File: src/pkg/spbg_pkg.sv
// Purpose: Shared constants and types for the serial port and second-timer baud generator.
// Assumes: One mclk cycle stands for one oscillator period; twelve phases make a machine cycle.
// Notes: The rules of the block are listed below.
// How it works
// - Either clock select bit puts the second timer into baud generator mode.
// - In baud mode a timer rollover reloads it from the 16-bit reload value.
// - In baud mode the timer counts every state time, otherwise once per machine cycle.
// - In baud mode a rollover neither sets the overflow flag nor raises an interrupt.
// - In baud mode an enabled trigger falling edge sets its flag but never reloads.
// - Mode 0 moves eight bits LSB first on line zero, line one is the clock.
// - Mode 0 buffer write loads marker and data; send starts a full cycle later.
// - Mode 0 send drives data out; clock low in S3 to S5, else high.
// - Mode 0 transmit shifts right at S6P2 while sending, zeros enter from left.
// - Mode 0 after marker reaches output side: last shift, then stop and flag at S1P1.
// - Mode 0 receive starts on enable with flag clear; loads 11111110, then receives.
// - Mode 0 receive clock toggles S3P1 and S6P1; shift left at S6P2 sampled S5P2.
// - Mode 0 when the zero reaches the top, load buffer, then stop and flag.
// - Mode 1 frame: start zero, eight data bits LSB first, stop one into ninth bit.
// - Mode 1 rate comes from first or second timer overflow, per direction.
// - Mode 1 buffer write loads marker; sending starts after next divide-by-16 rollover.
// - Mode 1 sends start bit, data one bit later, first shift one bit after that.
// - Mode 1 after marker reaches output side: last shift, stop send, set flag.
// - Mode 1 receive starts on a falling edge sampled at sixteen times bit rate.
// - On the start edge the receive divider resets and shift register takes 1FFH.
// - Transmit and receive clock sources are selected independently.
package spbg_pkg;
  localparam logic [3:0] PH_S1P1 = 4'h0;
  localparam logic [3:0] PH_S3P1 = 4'h4;
  localparam logic [3:0] PH_S5P2 = 4'h9;
  localparam logic [3:0] PH_S6P1 = 4'ha;
  localparam logic [3:0] PH_S6P2 = 4'hb;
  localparam logic [7:0] OFF_CTRL = 8'h00;
  localparam logic [7:0] OFF_BUF = 8'h04;
  localparam logic [7:0] OFF_RELOAD = 8'h08;
  localparam logic [7:0] OFF_TIMER = 8'h0c;
  localparam int B_MODE = 0;
  localparam int B_REN = 1;
  localparam int B_TI = 2;
  localparam int B_RI = 3;
  localparam int B_RB8 = 4;
  localparam int B_TX_CLOCK_SELECT = 8;
  localparam int B_RCLK = 9;
  localparam int B_TR2 = 10;
  localparam int B_EXTERNAL_TRIGGER_ENABLE = 11;
  localparam int B_TF2 = 12;
  localparam int B_EXTERNAL_TRIGGER_FLAG = 13;
  localparam logic [15:0] CTRL_RST = 16'h0000;
  localparam logic [15:0] CTRL_WMASK = 16'h3f0f;
  localparam logic [15:0] TMR_RST = 16'h0000;
  localparam logic [15:0] TMR_MAX = 16'hffff;
  localparam logic [8:0] TX_RST = 9'h1ff;
  localparam logic [7:0] TX_LAST_PAT = 8'h01;
  localparam logic [8:0] RX0_INIT = 9'h0fe;
  localparam logic [8:0] RX1_INIT = 9'h1ff;
  localparam logic [3:0] DIV_LAST = 4'hf;
  localparam logic [3:0] DIV_MID = 4'h7;
  localparam logic [3:0] RX1_LAST = 4'h9;
  typedef enum logic [2:0] {TX_IDLE, TX_PEND, TX_START, TX_DATA, TX_END} spbg_tx_e;
  typedef enum logic [2:0] {RX_IDLE, RX_ARM, RX_WAIT, RX_RECV, RX_FIN, RX_HUNT} spbg_rx_e;
endpackage : spbg_pkg

File: src/pkg/spbg_tmr_if.sv
// Purpose: Carries control and status between the serial logic and the second timer.
// Assumes: All signals are on mclk.
// Notes: Ticks and strobes are one-cycle pulses.
`timescale 1ns/10ps
interface spbg_tmr_if;
  logic run;
  logic baud_mode;
  logic ext_enable;
  logic ext_fall;
  logic state_tick;
  logic cycle_tick;
  logic wr_timer;
  logic wr_reload;
  logic [15:0] wdata;
  logic [15:0] count;
  logic [15:0] reload;
  logic roll;
  logic ovf_set;
  logic ext_set;
  modport tmr (input run, baud_mode, ext_enable, ext_fall, state_tick, cycle_tick,
               wr_timer, wr_reload, wdata, output count, reload, roll, ovf_set, ext_set);
  modport ctl (output run, baud_mode, ext_enable, ext_fall, state_tick, cycle_tick,
               wr_timer, wr_reload, wdata, input count, reload, roll, ovf_set, ext_set);
endinterface : spbg_tmr_if

File: src/rtl/spbg_serial.sv
// Purpose: Serial port modes 0 and 1 with AHB-Lite registers and second-timer baud source.
// Assumes: mclk is the oscillator; timer_one_overflow is a one-cycle pulse on mclk.
// Notes: Line outputs are registered, so they follow internal state by one mclk cycle.
//
// The placing of the registers and the AHB-Lite slave port were chosen for this implementation.
`timescale 1ns/10ps
module spbg_serial (
  // Clock and reset
  input wire logic mclk,
  input wire logic sys_rst,
  // AHB-Lite slave
  input wire logic hsel,
  input wire logic [31:0] haddr,
  input wire logic [1:0] htrans,
  input wire logic hwrite,
  input wire logic [2:0] hsize,
  input wire logic [31:0] hwdata,
  input wire logic hready,
  output logic hreadyout,
  output logic hresp,
  output logic [31:0] hrdata,
  // Baud source from the first timer
  input wire logic timer_one_overflow,
  // Serial pins
  input wire logic port_line_zero_i,
  output logic port_line_zero_o,
  output logic port_line_zero_oe,
  output logic port_line_one_o,
  // External trigger pin of the second timer
  input wire logic external_trigger_input
);
  spbg_tmr_if tif ();

  spbg_timer u_timer (
    .mclk(mclk),
    .sys_rst(sys_rst),
    .tif(tif.tmr)
  );

  // Reception in mode 0 collects the first bit at the top, so it is reversed for LSB first.
  function automatic logic [7:0] spbg_rev8(input logic [7:0] v);
    logic [7:0] r;
    r = 8'h00;
    for (int i = 0; i < 8; i++) begin
      r[i] = v[7 - i];
    end
    return r;
  endfunction : spbg_rev8

  // Machine cycle phase counter.
  logic [3:0] ph_q, ph_d;
  logic at_s1p1, at_s5p2, at_s6p2;
  always_comb begin
    ph_d = (ph_q == spbg_pkg::PH_S6P2) ? 4'h0 : ph_q + 4'h1;
    at_s1p1 = ph_q == spbg_pkg::PH_S1P1;
    at_s5p2 = ph_q == spbg_pkg::PH_S5P2;
    at_s6p2 = ph_q == spbg_pkg::PH_S6P2;
  end
  always_ff @(posedge mclk or posedge sys_rst) begin
    if (sys_rst) begin
      ph_q <= 4'h0;
    end else begin
      ph_q <= ph_d;
    end
  end

  // Pin synchronisers.
  logic [1:0] rxd_sync_q;
  logic [2:0] ext_sync_q;
  logic rxd;
  always_ff @(posedge mclk or posedge sys_rst) begin
    if (sys_rst) begin
      rxd_sync_q <= 2'b11;
      ext_sync_q <= 3'b111;
    end else begin
      rxd_sync_q <= {rxd_sync_q[0], port_line_zero_i};
      ext_sync_q <= {ext_sync_q[1:0], external_trigger_input};
    end
  end
  assign rxd = rxd_sync_q[1];

  // Bus slave: address phase captured, writes land in the data phase.
  logic wr_q, wr_d;
  logic [7:0] addr_q, addr_d;
  logic [31:0] hrdata_q, hrdata_d;
  logic [15:0] ctrl_q, ctrl_d;
  logic [7:0] rxbuf_q, rxbuf_d;
  logic take, wr_ctrl, wr_buf;
  always_comb begin
    take = hsel & hready & htrans[1];
    wr_d = take & hwrite;
    addr_d = take ? haddr[7:0] : addr_q;
    hrdata_d = hrdata_q;
    if (take & ~hwrite) begin
      case (haddr[7:0])
        spbg_pkg::OFF_CTRL: hrdata_d = {16'h0000, ctrl_q};
        spbg_pkg::OFF_BUF: hrdata_d = {24'h000000, rxbuf_q};
        spbg_pkg::OFF_RELOAD: hrdata_d = {16'h0000, tif.reload};
        spbg_pkg::OFF_TIMER: hrdata_d = {16'h0000, tif.count};
        default: hrdata_d = 32'h00000000;
      endcase
    end
    wr_ctrl = wr_q & (addr_q == spbg_pkg::OFF_CTRL);
    wr_buf = wr_q & (addr_q == spbg_pkg::OFF_BUF);
  end
  always_ff @(posedge mclk or posedge sys_rst) begin
    if (sys_rst) begin
      wr_q <= 1'b0;
      addr_q <= 8'h00;
      hrdata_q <= 32'h00000000;
    end else begin
      wr_q <= wr_d;
      addr_q <= addr_d;
      hrdata_q <= hrdata_d;
    end
  end
  assign hreadyout = 1'b1;
  assign hresp = 1'b0;
  assign hrdata = hrdata_q;

  // Timer wiring and baud source selection.
  logic mode0, tx_tick, rx_tick;
  always_comb begin
    mode0 = ~ctrl_q[spbg_pkg::B_MODE];
    tif.run = ctrl_q[spbg_pkg::B_TR2];
    tif.baud_mode = ctrl_q[spbg_pkg::B_TX_CLOCK_SELECT] | ctrl_q[spbg_pkg::B_RCLK];
    tif.ext_enable = ctrl_q[spbg_pkg::B_EXTERNAL_TRIGGER_ENABLE];
    tif.ext_fall = ext_sync_q[2] & ~ext_sync_q[1];
    tif.state_tick = ph_q[0];
    tif.cycle_tick = at_s6p2;
    tif.wr_timer = wr_q & (addr_q == spbg_pkg::OFF_TIMER);
    tif.wr_reload = wr_q & (addr_q == spbg_pkg::OFF_RELOAD);
    tif.wdata = hwdata[15:0];
    tx_tick = ctrl_q[spbg_pkg::B_TX_CLOCK_SELECT] ? tif.roll : timer_one_overflow;
    rx_tick = ctrl_q[spbg_pkg::B_RCLK] ? tif.roll : timer_one_overflow;
  end

  // Transmitter for both modes.
  spbg_pkg::spbg_tx_e tx_q, tx_d;
  logic [8:0] tx_sh_q, tx_sh_d;
  logic [3:0] tx_div_q, tx_div_d;
  logic tx_roll, tx_step, ti_set;
  always_comb begin
    tx_d = tx_q;
    tx_sh_d = tx_sh_q;
    ti_set = 1'b0;
    tx_div_d = tx_tick ? tx_div_q + 4'h1 : tx_div_q;
    tx_roll = tx_tick & (tx_div_q == spbg_pkg::DIV_LAST);
    tx_step = mode0 ? at_s6p2 : tx_roll;
    if (wr_buf) begin
      tx_sh_d = {1'b1, hwdata[7:0]};
      tx_d = spbg_pkg::TX_PEND;
    end else begin
      case (tx_q)
        spbg_pkg::TX_PEND: begin
          if (mode0 ? at_s1p1 : tx_roll) begin
            tx_d = spbg_pkg::TX_START;
          end
        end
        spbg_pkg::TX_START: begin
          if (tx_step) begin
            tx_d = spbg_pkg::TX_DATA;
          end
        end
        spbg_pkg::TX_DATA: begin
          if (tx_step) begin
            tx_sh_d = {1'b0, tx_sh_q[8:1]};
            if (tx_sh_q[8:1] == spbg_pkg::TX_LAST_PAT) begin
              if (mode0) begin
                tx_d = spbg_pkg::TX_END;
              end else begin
                tx_d = spbg_pkg::TX_IDLE;
                ti_set = 1'b1;
              end
            end
          end
        end
        spbg_pkg::TX_END: begin
          if (at_s1p1) begin
            tx_d = spbg_pkg::TX_IDLE;
            ti_set = 1'b1;
          end
        end
        default: tx_d = spbg_pkg::TX_IDLE;
      endcase
    end
  end
  always_ff @(posedge mclk or posedge sys_rst) begin
    if (sys_rst) begin
      tx_q <= spbg_pkg::TX_IDLE;
      tx_sh_q <= spbg_pkg::TX_RST;
      tx_div_q <= 4'h0;
    end else begin
      tx_q <= tx_d;
      tx_sh_q <= tx_sh_d;
      tx_div_q <= tx_div_d;
    end
  end

  // Receiver for both modes.
  spbg_pkg::spbg_rx_e rx_q, rx_d;
  logic [8:0] rx_sh_q, rx_sh_d;
  logic [3:0] rx_div_q, rx_div_d, rx_cnt_q, rx_cnt_d;
  logic rx_prev_q, rx_prev_d, samp_q, samp_d;
  logic start1, mid, ri_set, rb8_set, rb8_val;
  always_comb begin
    rx_d = rx_q;
    rx_sh_d = rx_sh_q;
    rx_cnt_d = rx_cnt_q;
    rxbuf_d = rxbuf_q;
    ri_set = 1'b0;
    rb8_set = 1'b0;
    rb8_val = 1'b0;
    rx_prev_d = rx_tick ? rxd : rx_prev_q;
    samp_d = at_s5p2 ? rxd : samp_q;
    start1 = ~mode0 & (rx_q == spbg_pkg::RX_IDLE) & ctrl_q[spbg_pkg::B_REN] & rx_tick
           & rx_prev_q & ~rxd;
    mid = rx_tick & (rx_div_q == spbg_pkg::DIV_MID);
    rx_div_d = start1 ? 4'h0 : (rx_tick ? rx_div_q + 4'h1 : rx_div_q);
    case (rx_q)
      spbg_pkg::RX_IDLE: begin
        if (mode0 & ctrl_q[spbg_pkg::B_REN] & ~ctrl_q[spbg_pkg::B_RI]) begin
          rx_d = spbg_pkg::RX_ARM;
        end else if (start1) begin
          rx_d = spbg_pkg::RX_HUNT;
          rx_sh_d = spbg_pkg::RX1_INIT;
          rx_cnt_d = 4'h0;
        end
      end
      spbg_pkg::RX_ARM: begin
        if (at_s1p1) begin
          rx_d = spbg_pkg::RX_WAIT;
        end
      end
      spbg_pkg::RX_WAIT: begin
        if (at_s6p2) begin
          rx_sh_d = spbg_pkg::RX0_INIT;
          rx_d = spbg_pkg::RX_RECV;
        end
      end
      spbg_pkg::RX_RECV: begin
        if (at_s6p2) begin
          rx_sh_d = {rx_sh_q[7:0], samp_q};
          if (~rx_sh_q[7]) begin
            rxbuf_d = spbg_rev8({rx_sh_q[6:0], samp_q});
            rx_d = spbg_pkg::RX_FIN;
          end
        end
      end
      spbg_pkg::RX_FIN: begin
        if (at_s1p1) begin
          rx_d = spbg_pkg::RX_IDLE;
          ri_set = 1'b1;
        end
      end
      spbg_pkg::RX_HUNT: begin
        if (mid) begin
          rx_cnt_d = rx_cnt_q + 4'h1;
          if (rx_cnt_q == 4'h0) begin
            if (rxd) begin
              rx_d = spbg_pkg::RX_IDLE;
            end
          end else begin
            rx_sh_d = {rxd, rx_sh_q[8:1]};
            if (rx_cnt_q == spbg_pkg::RX1_LAST) begin
              rx_d = spbg_pkg::RX_IDLE;
              if (~ctrl_q[spbg_pkg::B_RI]) begin
                rxbuf_d = rx_sh_q[8:1];
                rb8_set = 1'b1;
                rb8_val = rxd;
                ri_set = 1'b1;
              end
            end
          end
        end
      end
      default: rx_d = spbg_pkg::RX_IDLE;
    endcase
  end
  always_ff @(posedge mclk or posedge sys_rst) begin
    if (sys_rst) begin
      rx_q <= spbg_pkg::RX_IDLE;
      rx_sh_q <= spbg_pkg::RX1_INIT;
      rx_div_q <= 4'h0;
      rx_cnt_q <= 4'h0;
      rx_prev_q <= 1'b1;
      samp_q <= 1'b1;
      rxbuf_q <= 8'h00;
    end else begin
      rx_q <= rx_d;
      rx_sh_q <= rx_sh_d;
      rx_div_q <= rx_div_d;
      rx_cnt_q <= rx_cnt_d;
      rx_prev_q <= rx_prev_d;
      samp_q <= samp_d;
      rxbuf_q <= rxbuf_d;
    end
  end

  // Control register: hardware setting a flag wins over a software clear.
  always_comb begin
    ctrl_d = ctrl_q;
    if (wr_ctrl) begin
      ctrl_d = (hwdata[15:0] & spbg_pkg::CTRL_WMASK) | (ctrl_q & ~spbg_pkg::CTRL_WMASK);
    end
    if (ti_set) begin
      ctrl_d[spbg_pkg::B_TI] = 1'b1;
    end
    if (ri_set) begin
      ctrl_d[spbg_pkg::B_RI] = 1'b1;
    end
    if (rb8_set) begin
      ctrl_d[spbg_pkg::B_RB8] = rb8_val;
    end
    if (tif.ovf_set) begin
      ctrl_d[spbg_pkg::B_TF2] = 1'b1;
    end
    if (tif.ext_set) begin
      ctrl_d[spbg_pkg::B_EXTERNAL_TRIGGER_FLAG] = 1'b1;
    end
  end
  always_ff @(posedge mclk or posedge sys_rst) begin
    if (sys_rst) begin
      ctrl_q <= spbg_pkg::CTRL_RST;
    end else begin
      ctrl_q <= ctrl_d;
    end
  end

  // Registered line drivers.
  logic line0_q, line0_d, line0_oe_q, line0_oe_d, line1_q, line1_d;
  logic sclk, send0, recv0;
  always_comb begin
    sclk = ~((ph_q >= spbg_pkg::PH_S3P1) && (ph_q < spbg_pkg::PH_S6P1));
    send0 = mode0 & ((tx_q == spbg_pkg::TX_DATA) | (tx_q == spbg_pkg::TX_END));
    recv0 = mode0 & (rx_q == spbg_pkg::RX_RECV);
    if (mode0) begin
      line1_d = (send0 | recv0) ? sclk : 1'b1;
    end else if (tx_q == spbg_pkg::TX_START) begin
      line1_d = 1'b0;
    end else if (tx_q == spbg_pkg::TX_DATA) begin
      line1_d = tx_sh_q[0];
    end else begin
      line1_d = 1'b1;
    end
    line0_d = tx_sh_q[0];
    line0_oe_d = send0;
  end
  always_ff @(posedge mclk or posedge sys_rst) begin
    if (sys_rst) begin
      line0_q <= 1'b1;
      line0_oe_q <= 1'b0;
      line1_q <= 1'b1;
    end else begin
      line0_q <= line0_d;
      line0_oe_q <= line0_oe_d;
      line1_q <= line1_d;
    end
  end
  assign port_line_zero_o = line0_q;
  assign port_line_zero_oe = line0_oe_q;
  assign port_line_one_o = line1_q;
endmodule : spbg_serial

File: src/rtl/spbg_timer.sv
// Purpose: Second timer with auto-reload and baud generator behaviour.
// Assumes: Software stops the timer before writing the count or reload value.
// Notes: Roll is the baud overflow pulse used by the serial logic.
`timescale 1ns/10ps
module spbg_timer (
  // Clock and reset
  input wire logic mclk,
  input wire logic sys_rst,
  // Serial logic side
  spbg_tmr_if.tmr tif
);
  logic [15:0] count_q, count_d, reload_q, reload_d;
  logic inc;

  always_comb begin
    inc = tif.run & (tif.baud_mode ? tif.state_tick : tif.cycle_tick);
    tif.roll = inc & (count_q == spbg_pkg::TMR_MAX);
    tif.ovf_set = tif.roll & ~tif.baud_mode;
    tif.ext_set = tif.ext_enable & tif.ext_fall;
    count_d = count_q;
    reload_d = reload_q;
    if (tif.wr_reload) begin
      reload_d = tif.wdata;
    end
    if (tif.wr_timer) begin
      count_d = tif.wdata;
    end else if (tif.roll) begin
      count_d = reload_q;
    end else if (~tif.baud_mode & tif.ext_enable & tif.ext_fall) begin
      count_d = reload_q;
    end else if (inc) begin
      count_d = count_q + 16'h0001;
    end
  end

  always_ff @(posedge mclk or posedge sys_rst) begin
    if (sys_rst) begin
      count_q <= spbg_pkg::TMR_RST;
      reload_q <= spbg_pkg::TMR_RST;
    end else begin
      count_q <= count_d;
      reload_q <= reload_d;
    end
  end

  assign tif.count = count_q;
  assign tif.reload = reload_q;
endmodule : spbg_timer

File: config.mk
export PLATFORM = sky130hd
export DESIGN_NAME = spbg_serial
export DESIGN_NICKNAME = d
export VERILOG_FILES = /design/src/pkg/spbg_pkg.sv /design/src/pkg/spbg_tmr_if.sv /design/src/rtl/spbg_serial.sv /design/src/rtl/spbg_timer.sv
export SDC_FILE = /design/constraint.sdc
export NUM_CORES = 1
export LEC_CHECK = 0
export BUFFER_PORTS_ARGS = -buffer_cell sky130_fd_sc_hd__clkbuf_2
export CORE_MARGIN = 2
export CORE_UTILIZATION = 30
export CTS_BUF_LIST = sky130_fd_sc_hd__clkbuf_4 sky130_fd_sc_hd__clkbuf_8
export CTS_CLUSTER_SIZE = 16
export DETAILED_ROUTE_END_ITERATION = 7
export SETUP_SLACK_MARGIN = 0.3
export SLEW_MARGIN = 5
export SYNTH_ARGS = -nofsm -noshare
export SYNTH_HDL_FRONTEND = slang
export SYNTH_HIERARCHICAL = 1
export SYNTH_SLANG_ARGS = --single-unit
File: constraint.sdc
create_clock -name mclk -period 9.1 [get_ports mclk]
set_clock_uncertainty 0.15 [all_clocks]
set_input_delay 0 -clock mclk [delete_from_list [all_inputs] [get_ports mclk]]
set_output_delay 0 -clock mclk [all_outputs]
set_load 0.02 [all_outputs]
* Word level (Yosys, flattened, before mapping)
Index checks and enable logic that the tools add are counted.
** Word-level totals
- Register bits :: 147
- Bits of input ports :: 77
- Output and inout bits :: 37
- Word-level logic and storage cells :: 216
** Operators by class
- Add/sub/neg operators :: 5
- $lt $le $gt $ge :: 2
- Equal/unequal tests :: 41
- Mux-type cells :: 80
- Bitwise logic cells :: 37
- Reduce and logical (&&, ||, !) cells :: 24
** Operators by type and width (count)
- 2-to-1 mux 9 bit :: 9
- 2-to-1 mux 16 bit :: 4
- case mux 16 bit (4 select lines) :: 1
- 2-to-1 mux 3 bit :: 17
- 2-to-1 mux 8 bit :: 6
- case mux 9 bit (4 select lines) :: 1
- equality test 8 x 4 -> 1 bit, second input constant :: 4
- 2-to-1 mux 1 bit :: 29
- AND 1 bit :: 26
- 2-to-1 mux 4 bit :: 6
- inequality test 2 bit, second input constant :: 11
- inequality test 3 bit, second input constant :: 7
- nonzero test 2 bit :: 10
- case mux 3 bit (6 select lines) :: 1
- adder 16 x 1 -> 16 bit, second input constant :: 1
- adder 4 x 1 -> 4 bit, second input constant :: 4
- equality test 16 bit, second input constant :: 1
- equality test 4 bit, second input constant :: 4
- equality test 8 x 3 -> 1 bit, second input constant :: 2
- zero test 8 bit :: 2
- OR 14 x 16 -> 16 bit :: 1
- case mux 8 bit (2 select lines) :: 1
- 2-to-1 mux 14 bit :: 1
- AND reduction 7 bit :: 2
- 21 further kinds :: 38

* Depth between registers and ports, before layout
Gate-level depths: netlist (run 1).
- Word-level depth :: 11
- Gate-level depth with buffers :: 12
- Depth with buffers taken out :: 10

* Hierarchy
The synthesis (run 1) kept the hierarchy.
** By module, submodules not included
- spbg_serial :: instances 1, cells an instance 471, area each 4972.3 µm², sequential area each 2386.0 µm²
- spbg_timer :: instances 1, cells an instance 205, area each 1934.4 µm², sequential area each 800.8 µm²

* Least setup slack after synthesis (run 1)
No wires, ideal clock.
- Kind :: reg2reg
- From :: register ph_q[0]
- To :: register rx_sh_q[0]
- Setup time :: 0.082 ns
- Arrival time :: 2.849 ns
- Required time :: 8.868 ns
- Path slack :: 6.019 ns
- Stages on the path, launching flop included :: 13
- Buffers on the path :: 2
- Period minus slack after synthesis :: 3.081 ns
- Cells stage by stage :: dfrtp_1 -> ha_1 -> and3b_1 -> buf_2 -> mux2i_1 -> or3_1 -> nor2_1 -> mux2i_2 -> o21bai_2 -> o311ai_0 -> or3_1 -> buf_6 -> mux2_4
** Between the ends
- Cells in the longest elaborated chain, start to end :: 10
- Elaborated cells on any way between the ends :: 14
- Classes of those cells :: 5 x eq/ne; 2 x mux; 6 x bitwise; 1 x reduce/logical
** Ends and longest elaborated chain
- from (decl) :: RTL line spbg_serial.sv:51 : logic [3:0] ph_q, ph_d;
- from (signal assigned) :: RTL line spbg_serial.sv:63 : ph_q <= ph_d;
- equality test 4 bit (*) :: RTL line spbg_serial.sv:57 : at_s6p2 = ph_q == spbg_pkg::PH_S6P2;
- via at_s6p2 :: RTL line spbg_serial.sv:52 : logic at_s1p1, at_s5p2, at_s6p2;
- 2-to-1 mux 1 bit (*) :: RTL line spbg_timer.sv:16 : inc = tif.run & (tif.baud_mode ? tif.state_tick : tif.cycle_tick);
- AND 1 bit (*) :: RTL line spbg_timer.sv:16
- AND 1 bit (*) :: RTL line spbg_timer.sv:17 : tif.roll = inc & (count_q == spbg_pkg::TMR_MAX);
- via tif.roll :: RTL line spbg_tmr_if.sv:17 : logic roll;
- 2-to-1 mux 1 bit (*) :: RTL line spbg_serial.sv:135 : rx_tick = ctrl_q[spbg_pkg::B_RCLK] ? tif.roll : timer_one_overflow;
- AND 1 bit :: RTL line spbg_serial.sv:216 : start1 = ~mode0 & (rx_q == spbg_pkg::RX_IDLE) & ctrl_q[spbg_pkg::B_REN] & rx_tick
- AND 1 bit (2 in a row) :: RTL line spbg_serial.sv:217 : & rx_prev_q & ~rxd;
- inequality test 2 bit (no source line)
- AND reduction 7 bit (no source line) (*)
- to (signal assigned) :: RTL line spbg_serial.sv:283 : rx_sh_q <= spbg_pkg::RX1_INIT;
- to (signal assigned) :: RTL line spbg_serial.sv:291 : rx_sh_q <= rx_sh_d;
- to (decl) :: RTL line spbg_serial.sv:202 : logic [8:0] rx_sh_q, rx_sh_d;
The timed path passes the listed nets; every way through them passes the cells marked *.
A chain may end at the register's enable or synchronous reset.

* Worst setup path after layout (run 1)
- From :: register ph_q[0]
- To :: register rx_sh_q[7]
** Between the ends
- Cells in the longest elaborated chain, start to end :: 10
- Elaborated cells on any way between the ends :: 14
- Classes of those cells :: 5 x eq/ne; 2 x mux; 6 x bitwise; 1 x reduce/logical
** Ends and longest elaborated chain (RTL line)
- equality test 4 bit :: spbg_serial.sv:57
- 2-to-1 mux 1 bit (*) :: spbg_timer.sv:16
- AND 1 bit (*) :: spbg_timer.sv:16
- AND 1 bit (*) :: spbg_timer.sv:17
- via tif.roll :: spbg_tmr_if.sv:17
- 2-to-1 mux 1 bit (*) :: spbg_serial.sv:135
- AND 1 bit :: spbg_serial.sv:216
- AND 1 bit (2 in a row) :: spbg_serial.sv:217
- inequality test 2 bit (no source line)
- AND reduction 7 bit (no source line) (*)
Marked as above.

==> metrics.cfg, run 1 <==
[status]
run_status = completed

[clock_tree]
cts.clk_slew.worst_paths_ns = 0.07
cts_buffer_depth = 2
ctsHtreeMaxLevel = 4
post_cts_buffers = 0
cts_hold_buffers = 29
cts-root-buf = clkbuf_8
cts_tree = done
clk_latency_ns = 0.45
clock-sinks = 126
cts_resized = 0
cts_made_buffers = 17

[sta]
fin_tns_setup_ns = 0
min_period_ns = 4.03
worst_pin_slew_ns = 0.918
grt_setup_unrepaired = false
finalCritPeriodShare_pct = 44.2
slew_viol_final = 0
layout_setup_ws_ns = 5.07
setup_viol = 0
fmax_ghz = 0.248
final_hold_viol_count = 0
slew_headroom_pct = 38.8

[critical_path]
cp_data_arrival_time_ns = 4.25
crit_path_start_kind = flip-flop
cp_top_family = simple AND/OR/NAND/NOR gates
crit_buf_inv = 0
path_max_fanout = 9
path_cells = ha_1 > and3b_1 > mux2i_1 > or3_1 > nor2_1 > mux2i_2 > o21bai_2 > o311ai_0 > or3_1 > mux2_4
cp.required_ns = 9.33
crit_path_end_kind = flip-flop
cpMaxStageDelayCell = or3_1
worst_r2r_path_depth = 10
timing.rr.end = rx_sh_q[7]$_DFFE_PP1P_
cp_common_cell = or3_1
path_class = reg -> reg
critical_path_depth = 10
worst_r2r_startpoint = ph_q[0]$_DFF_PP0_
max_stage_delay_ns = 0.59
r2r_slack_ns = 5.07

[cells_and_area]
multi_input_area_um2 = 3360
area_growth_pct = 15.8
ff_latch_area_um2 = 3190
drive_above_1_share_pct = 25.6
antenna_cells = 0
final_nets = 832
final_cell_mix = dfrtp_1 (99), nand2_1 (85), clkbuf_2 (51)
nFillCells = 2266
fin_util_pct = 35.3
layout_commonest_cell = dfrtp_1

[global_routing]
grt_usage_pct = 14.2
grt_max_degree = 54
grt_pass1_wl_um = 27000
grt_pass1_vias = 4943
grt-ovfl-total = 0
antenna_found_initial = 0

[yosys]
async_reset_ff_share_pct = 100
postSynthCellCount = 676
synth_warnings = 6
synth-seq-cells = 126
synth-main-ff-cell = dfrtp_1
netlist_area_um2 = 6910
synth_edf_count = 0
synth_area_per_cell_um2 = 10.2
synth_cell_type_count = 72
synth.yosys.seq_area_share_pct = 46.1

[routing]
via_per_inst = 4.99
firstDrtPassIters = 5
drc = 0
wl_per_cell_um = 15.8
via_count = 5208
first_iter_violations = 390
drt_wl_total_um = 16500
ant_nets = 0

[power]
switchingPower_uw = 580
power.density_cell_area_nw_per_um2 = 219
comb_power_share_pct = 26.4
sequentialPowerShare_pct = 46.2
intPower_mw = 1.17
leakage_nw = 3.51
clkPwrFrac_pct = 27.4
power_switching_share_pct = 33.1
vdd_drop_max_uv = 97.8

[floorplan]
die_w_um = 156
start_util_pct = 30.5
die_area_um2 = 24300
die_h_um = 156
pin_count = 114
rows = 55
coreArea_um2 = 22600

[run]
cap_viol_max_count = 0

[placement]
gp_congestion = 0.791
hpwl_um = 11500
post-place-ws_ns = 5.01
io_buffers = 51

[worst_hold_path]
hold_path.class = in -> async

## worst max path at each step
stage / startpoint / endpoint / slack (ns)
after floorplan: ph_q[0]$_DFF_PP0_ / rx_sh_q[0]$_DFFE_PP1P_ / 6.02
final: ph_q[0]$_DFF_PP0_ / rx_sh_q[7]$_DFFE_PP1P_ / 5.07
after global routing: ph_q[0]$_DFF_PP0_ / rx_sh_q[1]$_DFFE_PP1P_ / 4.81
after detailed placement: ph_q[0]$_DFF_PP0_ / rx_sh_q[7]$_DFFE_PP1P_ / 5.01
after global placement: ph_q[0]$_DFF_PP0_ / rx_sh_q[5]$_DFFE_PP1P_ / 5.01
after CTS: ph_q[0]$_DFF_PP0_ / rx_sh_q[7]$_DFFE_PP1P_ / 5.00
## tightest hold or removal path: cells and delay by family
family,cells,cell delay (ns)
buffers and inverters,3,1.05
## power by group through the flow
stage	logic [mW]	clock network (mW)	registers (mW)
floorplan	0.398	0	0.775
global placement	0.447	0	0.815
detailed placement	0.454	0	0.819
CTS	0.466	0.494	0.809
global route	0.519	0.520	0.828
finish	0.462	0.480	0.810
## synth_stat cells, types with 10 or more instances
cell,instances,area share (%)
a21oi_1,38,2.8
a22oi_1,11,1.2
buf_4,18,2.0
clkbuf_1,21,1.1
dfrtp_1,99,36
dfstp_2,27,10
inv_1,31,1.7
mux2_2,50,8.2
mux2i_1,20,2.9
nand2_1,85,4.6
nand3_1,16,1.2
nor2_1,41,2.2
nor2b_1,10,0.91
nor3_1,17,1.2
o21ai_0,30,2.2
o22ai_1,10,0.91
xnor2_1,12,1.5
## metal layers
| metal | wire length, um | track usage [%] |
|---|---|---|
| met1 | 7740 | 19.3 |
| met2 | 7800 | 22.2 |
| met3 | 628 | 2.81 |
| met4 | 324 | 5.77 |
| met5 | 0 | 0 |
## sequential cells by signal, indices dropped and copies added, names as in the netlist, 4 cells and up
name,flops
hrdata,16
u_timer/tif.count,16
addr_q,8
rxbuf_q,8
u_timer/tif.reload,16
rx_cnt_q,4
rx_div_q,4
ctrl_q,11
ph_q,4
rx_sh_q,9
tx_sh_q,9
tx_div_q,4
## kinds of logic (layout without fill, tap and decap cells)
kind of cell,after synthesis,count (layout),share of synthesized area (%)
and+or+nand+nor,217,217,15.9
AOI/OAI and AO/OA,135,135,12.7
DFF,126,126,46.1
muxes,86,86,15.0
buffers and inverters,82,149,6.14
xor gates and xnor gates,19,19,2.41
adders and majority gates,9,9,1.63
other,2,18,0.109
## final cells by class
cell class	count	area share (%)
Sequential cell	126	39.8
Clock inverter	12	1.50
Tap cell	285	4.46
Inverter	31	1.49
Timing Repair Buffer	86	7.38
Multi-Input combinational cell	484	42.0
Clock buffer	20	3.36
## stage by stage
step	instance area [um^2]	power [mW]	cells	hold slack (ns)
2_1_floorplan	6970	1.17	692	-0.146
3_3_place_gp	7320	1.26	983	-0.0609
3_5_place_dp	7320	1.27	983	-0.0592
4_1_cts	8000	1.77	1044	0.00248
5_1_grt	8000	1.87	1044	0.00984
6_report	8000	1.75	1044	0.00619
Note: power is estimated with default switching activity, not from simulation.
==> run 2: changes to the inputs <==
Settings changed: ABC_AREA from default to 1.
Clock period 9.1 ns to 3.5 ns, I/O delays scaled along.
==> run 2 against run 1 <==
Against the previous run: clock-buffer cell count increased by 2; global-route usage increased by 0.74 points; synthesized cell count increased by 46%.
==> metrics.cfg, run 2 <==
[status]
run_status = completed

[sta]
fin_worst_hold_slack_ns = 0.0354  ; +0.0292 ns
min_period_ns = 2.90  ; -1.13 ns
slew_headroom_pct = 25.2  ; -14 points
layout_setup_ws_ns = 0.601  ; -4.47 ns
final_hold_viol_count = 0  ; unchanged
fin_tns_setup_ns = 0  ; unchanged
fmax_ghz = 0.345  ; +39%
worst_pin_slew_ns = 1.12  ; +0.202 ns
grt_setup_unrepaired = false
slew_viol_final = 0  ; unchanged
setup_viol = 0  ; unchanged
finalCritPeriodShare_pct = 82.8  ; +39 points

[placement]
io_buffers = 51  ; unchanged
gp_congestion = 0.849  ; +7.4%
post-place-ws_ns = 0.632  ; -4.38 ns
hpwl_um = 13200  ; +15%

[routing]
via_per_inst = 4.68  ; -6.1%
firstDrtPassIters = 5  ; unchanged
drt_wl_total_um = 18400  ; +12%
wl_per_cell_um = 13.0  ; -17%
via_count = 6622  ; +27%
first_iter_violations = 491  ; +26%
ant_nets = 0  ; unchanged
drc = 0  ; unchanged

[cells_and_area]
nFillCells = 2532  ; +12%
ff_latch_area_um2 = 3190  ; unchanged
area_growth_pct = 18.4
drive_above_1_share_pct = 18.1  ; -7.5 points
antenna_cells = 0  ; unchanged
multi_input_area_um2 = 3600  ; +7.2%
layout_commonest_cell = nand2_1
final_cell_mix = nand2_1 (310), nand3_1 (127), dfrtp_1 (99)
final_nets = 1163  ; +40%

[floorplan]
start_util_pct = 30.5  ; about the same
rows = 57  ; +3.6%
die_w_um = 161  ; +3.4%
die_h_um = 161  ; +3.4%
coreArea_um2 = 24200  ; +7.1%
die_area_um2 = 25900  ; +6.9%
pin_count = 114  ; unchanged

[power]
power.density_cell_area_nw_per_um2 = 514  ; +130%
vdd_drop_max_uv = 231  ; +140%
leakage_nw = 4.41  ; +26%
p_total_mw = 4.50  ; +160%

[global_routing]
grt-ovfl-total = 0  ; unchanged
grt_usage_pct = 14.9  ; +0.74 points
antenna_found_initial = 0  ; unchanged
grt_pass1_wl_um = 30900  ; +15%
grt_max_degree = 50  ; -7.4%
grt_pass1_vias = 6084  ; +23%

[clock_tree]
cts_buffer_depth = 2  ; unchanged
post_cts_buffers = 0  ; unchanged
cts-root-buf = clkbuf_8
cts_made_buffers = 17  ; unchanged
cts_resized = 0  ; unchanged
clock-sinks = 126  ; unchanged
ctsHtreeMaxLevel = 4  ; unchanged
cts_tree = done
clk_latency_ns = 0.45  ; about the same
cts.clk_slew.worst_paths_ns = 0.07  ; about the same

[yosys]
netlist_area_um2 = 7400  ; +7.1%
synth_warnings = 6  ; unchanged
synth_edf_count = 0  ; unchanged
synthTopCellsByCount = nand2_1 (310), nand3_1 (127), dfrtp_1 (99)
postSynthCellCount = 988  ; +46%
synth_top_area_share_pct = 33.5  ; -2.4 points
synth_cell_type_count = 49  ; -32%
synth.most_common_cell = nand2_1
synth.yosys.seq_area_share_pct = 43.1  ; -3.1 points
synth-main-ff-cell = dfrtp_1
synth-seq-cells = 126  ; unchanged
synth_area_leaders = dfrtp_1 (33%), nand2_1 (16%), dfstp_2 (9.6%), nand3_1 (8.6%), inv_1 (4.8%)
synth_area_per_cell_um2 = 7.49  ; -27%
async_reset_ff_share_pct = 100  ; unchanged
yosysTopAreaCell = dfrtp_1

[critical_path]
crit_path_start_kind = flip-flop
cp.required_ns = 3.72  ; -5.61 ns
path_class = reg -> reg
max_stage_delay_ns = 0.40  ; -0.19 ns
path_cells = ha_1 > nand3_1 > inv_1 > inv_1 > o21ai_0 > nand3_1 > nor2_2 > nand2_1 > nand2_1 > nand3_1 > nand2_2 > inv_2 > o21ai_2 > nand2_1 > o21ai_1
crit_buf_inv = 3  ; +3
path_max_fanout = 12  ; +3
cpMaxStageDelayCell = dfrtp_1
cp_data_arrival_time_ns = 3.12  ; -1.13 ns
crit_path_end_kind = flip-flop
cp_top_family = simple AND/OR/NAND/NOR gates

[worst_hold_path]
hold_path.class = in -> async

[run]
cap_viol_max_count = 0  ; unchanged

[run 2: repair_timing]
action | in CTS | in global routing
endpoints found under the hold margin | 163 | 0
endpoints found under the setup margin | 0 | 0
hold buffers | 38 | 0
[run 2: logic make-up (layout without fill, tap and decap cells)]
logic type,count (synthesis),after routing,share of synthesized area [%]
xor gates and xnor gates,8,8,0.947
DFF,126,126,43.1
other,2,18,0.102
AOI/OAI and AO/OA,95,95,7.22
adders and majority gates,9,9,1.52
and+or+nand+nor,588,588,36.3
muxes,11,11,1.67
buffers and inverters,149,235,9.18
[run 2: layout make-up]
cell class,count,share of cell area (%)
clock buffer,22,3.24
clock inverter,10,1.84
inverter,102,4.40
multi-input combinational,729,41.1
sequential,126,36.4
tap,324,4.63
timing repair buffer,101,8.43
[run 2: worst paths after layout]
| kind | startpoint | to | slack, ns | cells past startpoint |
|---|---|---|---|---|
| max in group asynchronous | sys_rst | tx_sh_q[8]$_DFFE_PP1P_ | 2.31 | 4 |
| worst min-delay path | sys_rst | rxbuf_q[6]$_DFFE_PP0P_ | 0.04 | 3 |
| min in group mclk | port_line_zero_i | rxd_sync_q[0]$_DFF_PP1_ | 0.04 | 2 |
| worst max register to register | ph_q[1]$_DFF_PP0_ | tx_sh_q[3]$_DFFE_PP1P_ | 0.60 | 15 |
| worst min register to register | rxd_sync_q[0]$_DFF_PP1_ | rxd_sync_q[1]$_DFF_PP1_ | 0.21 | 0 |
| worst max-delay path | ph_q[1]$_DFF_PP0_ | tx_sh_q[3]$_DFFE_PP1P_ | 0.60 | 15 |
[run 2: routing by layer]
| metal | wire length (um) | up-vias | GRT usage (%) | share of wire [%] |
|---|---|---|---|---|
| li1 | - | 3329 | - | - |
| met1 | 8900 | 3099 | 20.3 | 48 |
| met2 | 8340 | 167 | 23.7 | 45 |
| met3 | 834 | 27 | 2.70 | 4.5 |
| met4 | 376 | 0 | 5.72 | 2.0 |
| met5 | 0 | - | 0 | 0 |
[run 2: where the power goes]
group,internal [mW],switching [mW],leakage (nW)
Clock,0.836,0.578,0.219
Combinational,0.423,0.621,2.66
Sequential,1.77,0.273,1.52
Total,3.02,1.47,4.41
[run 2: worst register-to-register path, cell delays in order, from the launching register on]
cell and delay (ns):
dfrtp_1 0.40, ha_1 0.20, nand3_1 0.16, inv_1 0.18
inv_1 0.07, o21ai_0 0.17, nand3_1 0.11, nor2_2 0.22
nand2_1 0.08, nand2_1 0.14, nand3_1 0.16, nand2_2 0.13
inv_2 0.05, o21ai_2 0.38, nand2_1 0.11, o21ai_1 0.10
[run 2: per-stage QoR]
stage	util, %	std cells	area [um^2]
final	36.1	1414	8760
after global routing	36.1	1414	8760
after CTS	36.1	1414	8760
after detailed placement	32.7	1344	7930
after global placement	32.7	1344	7930
after floorplan	-	1004	7460
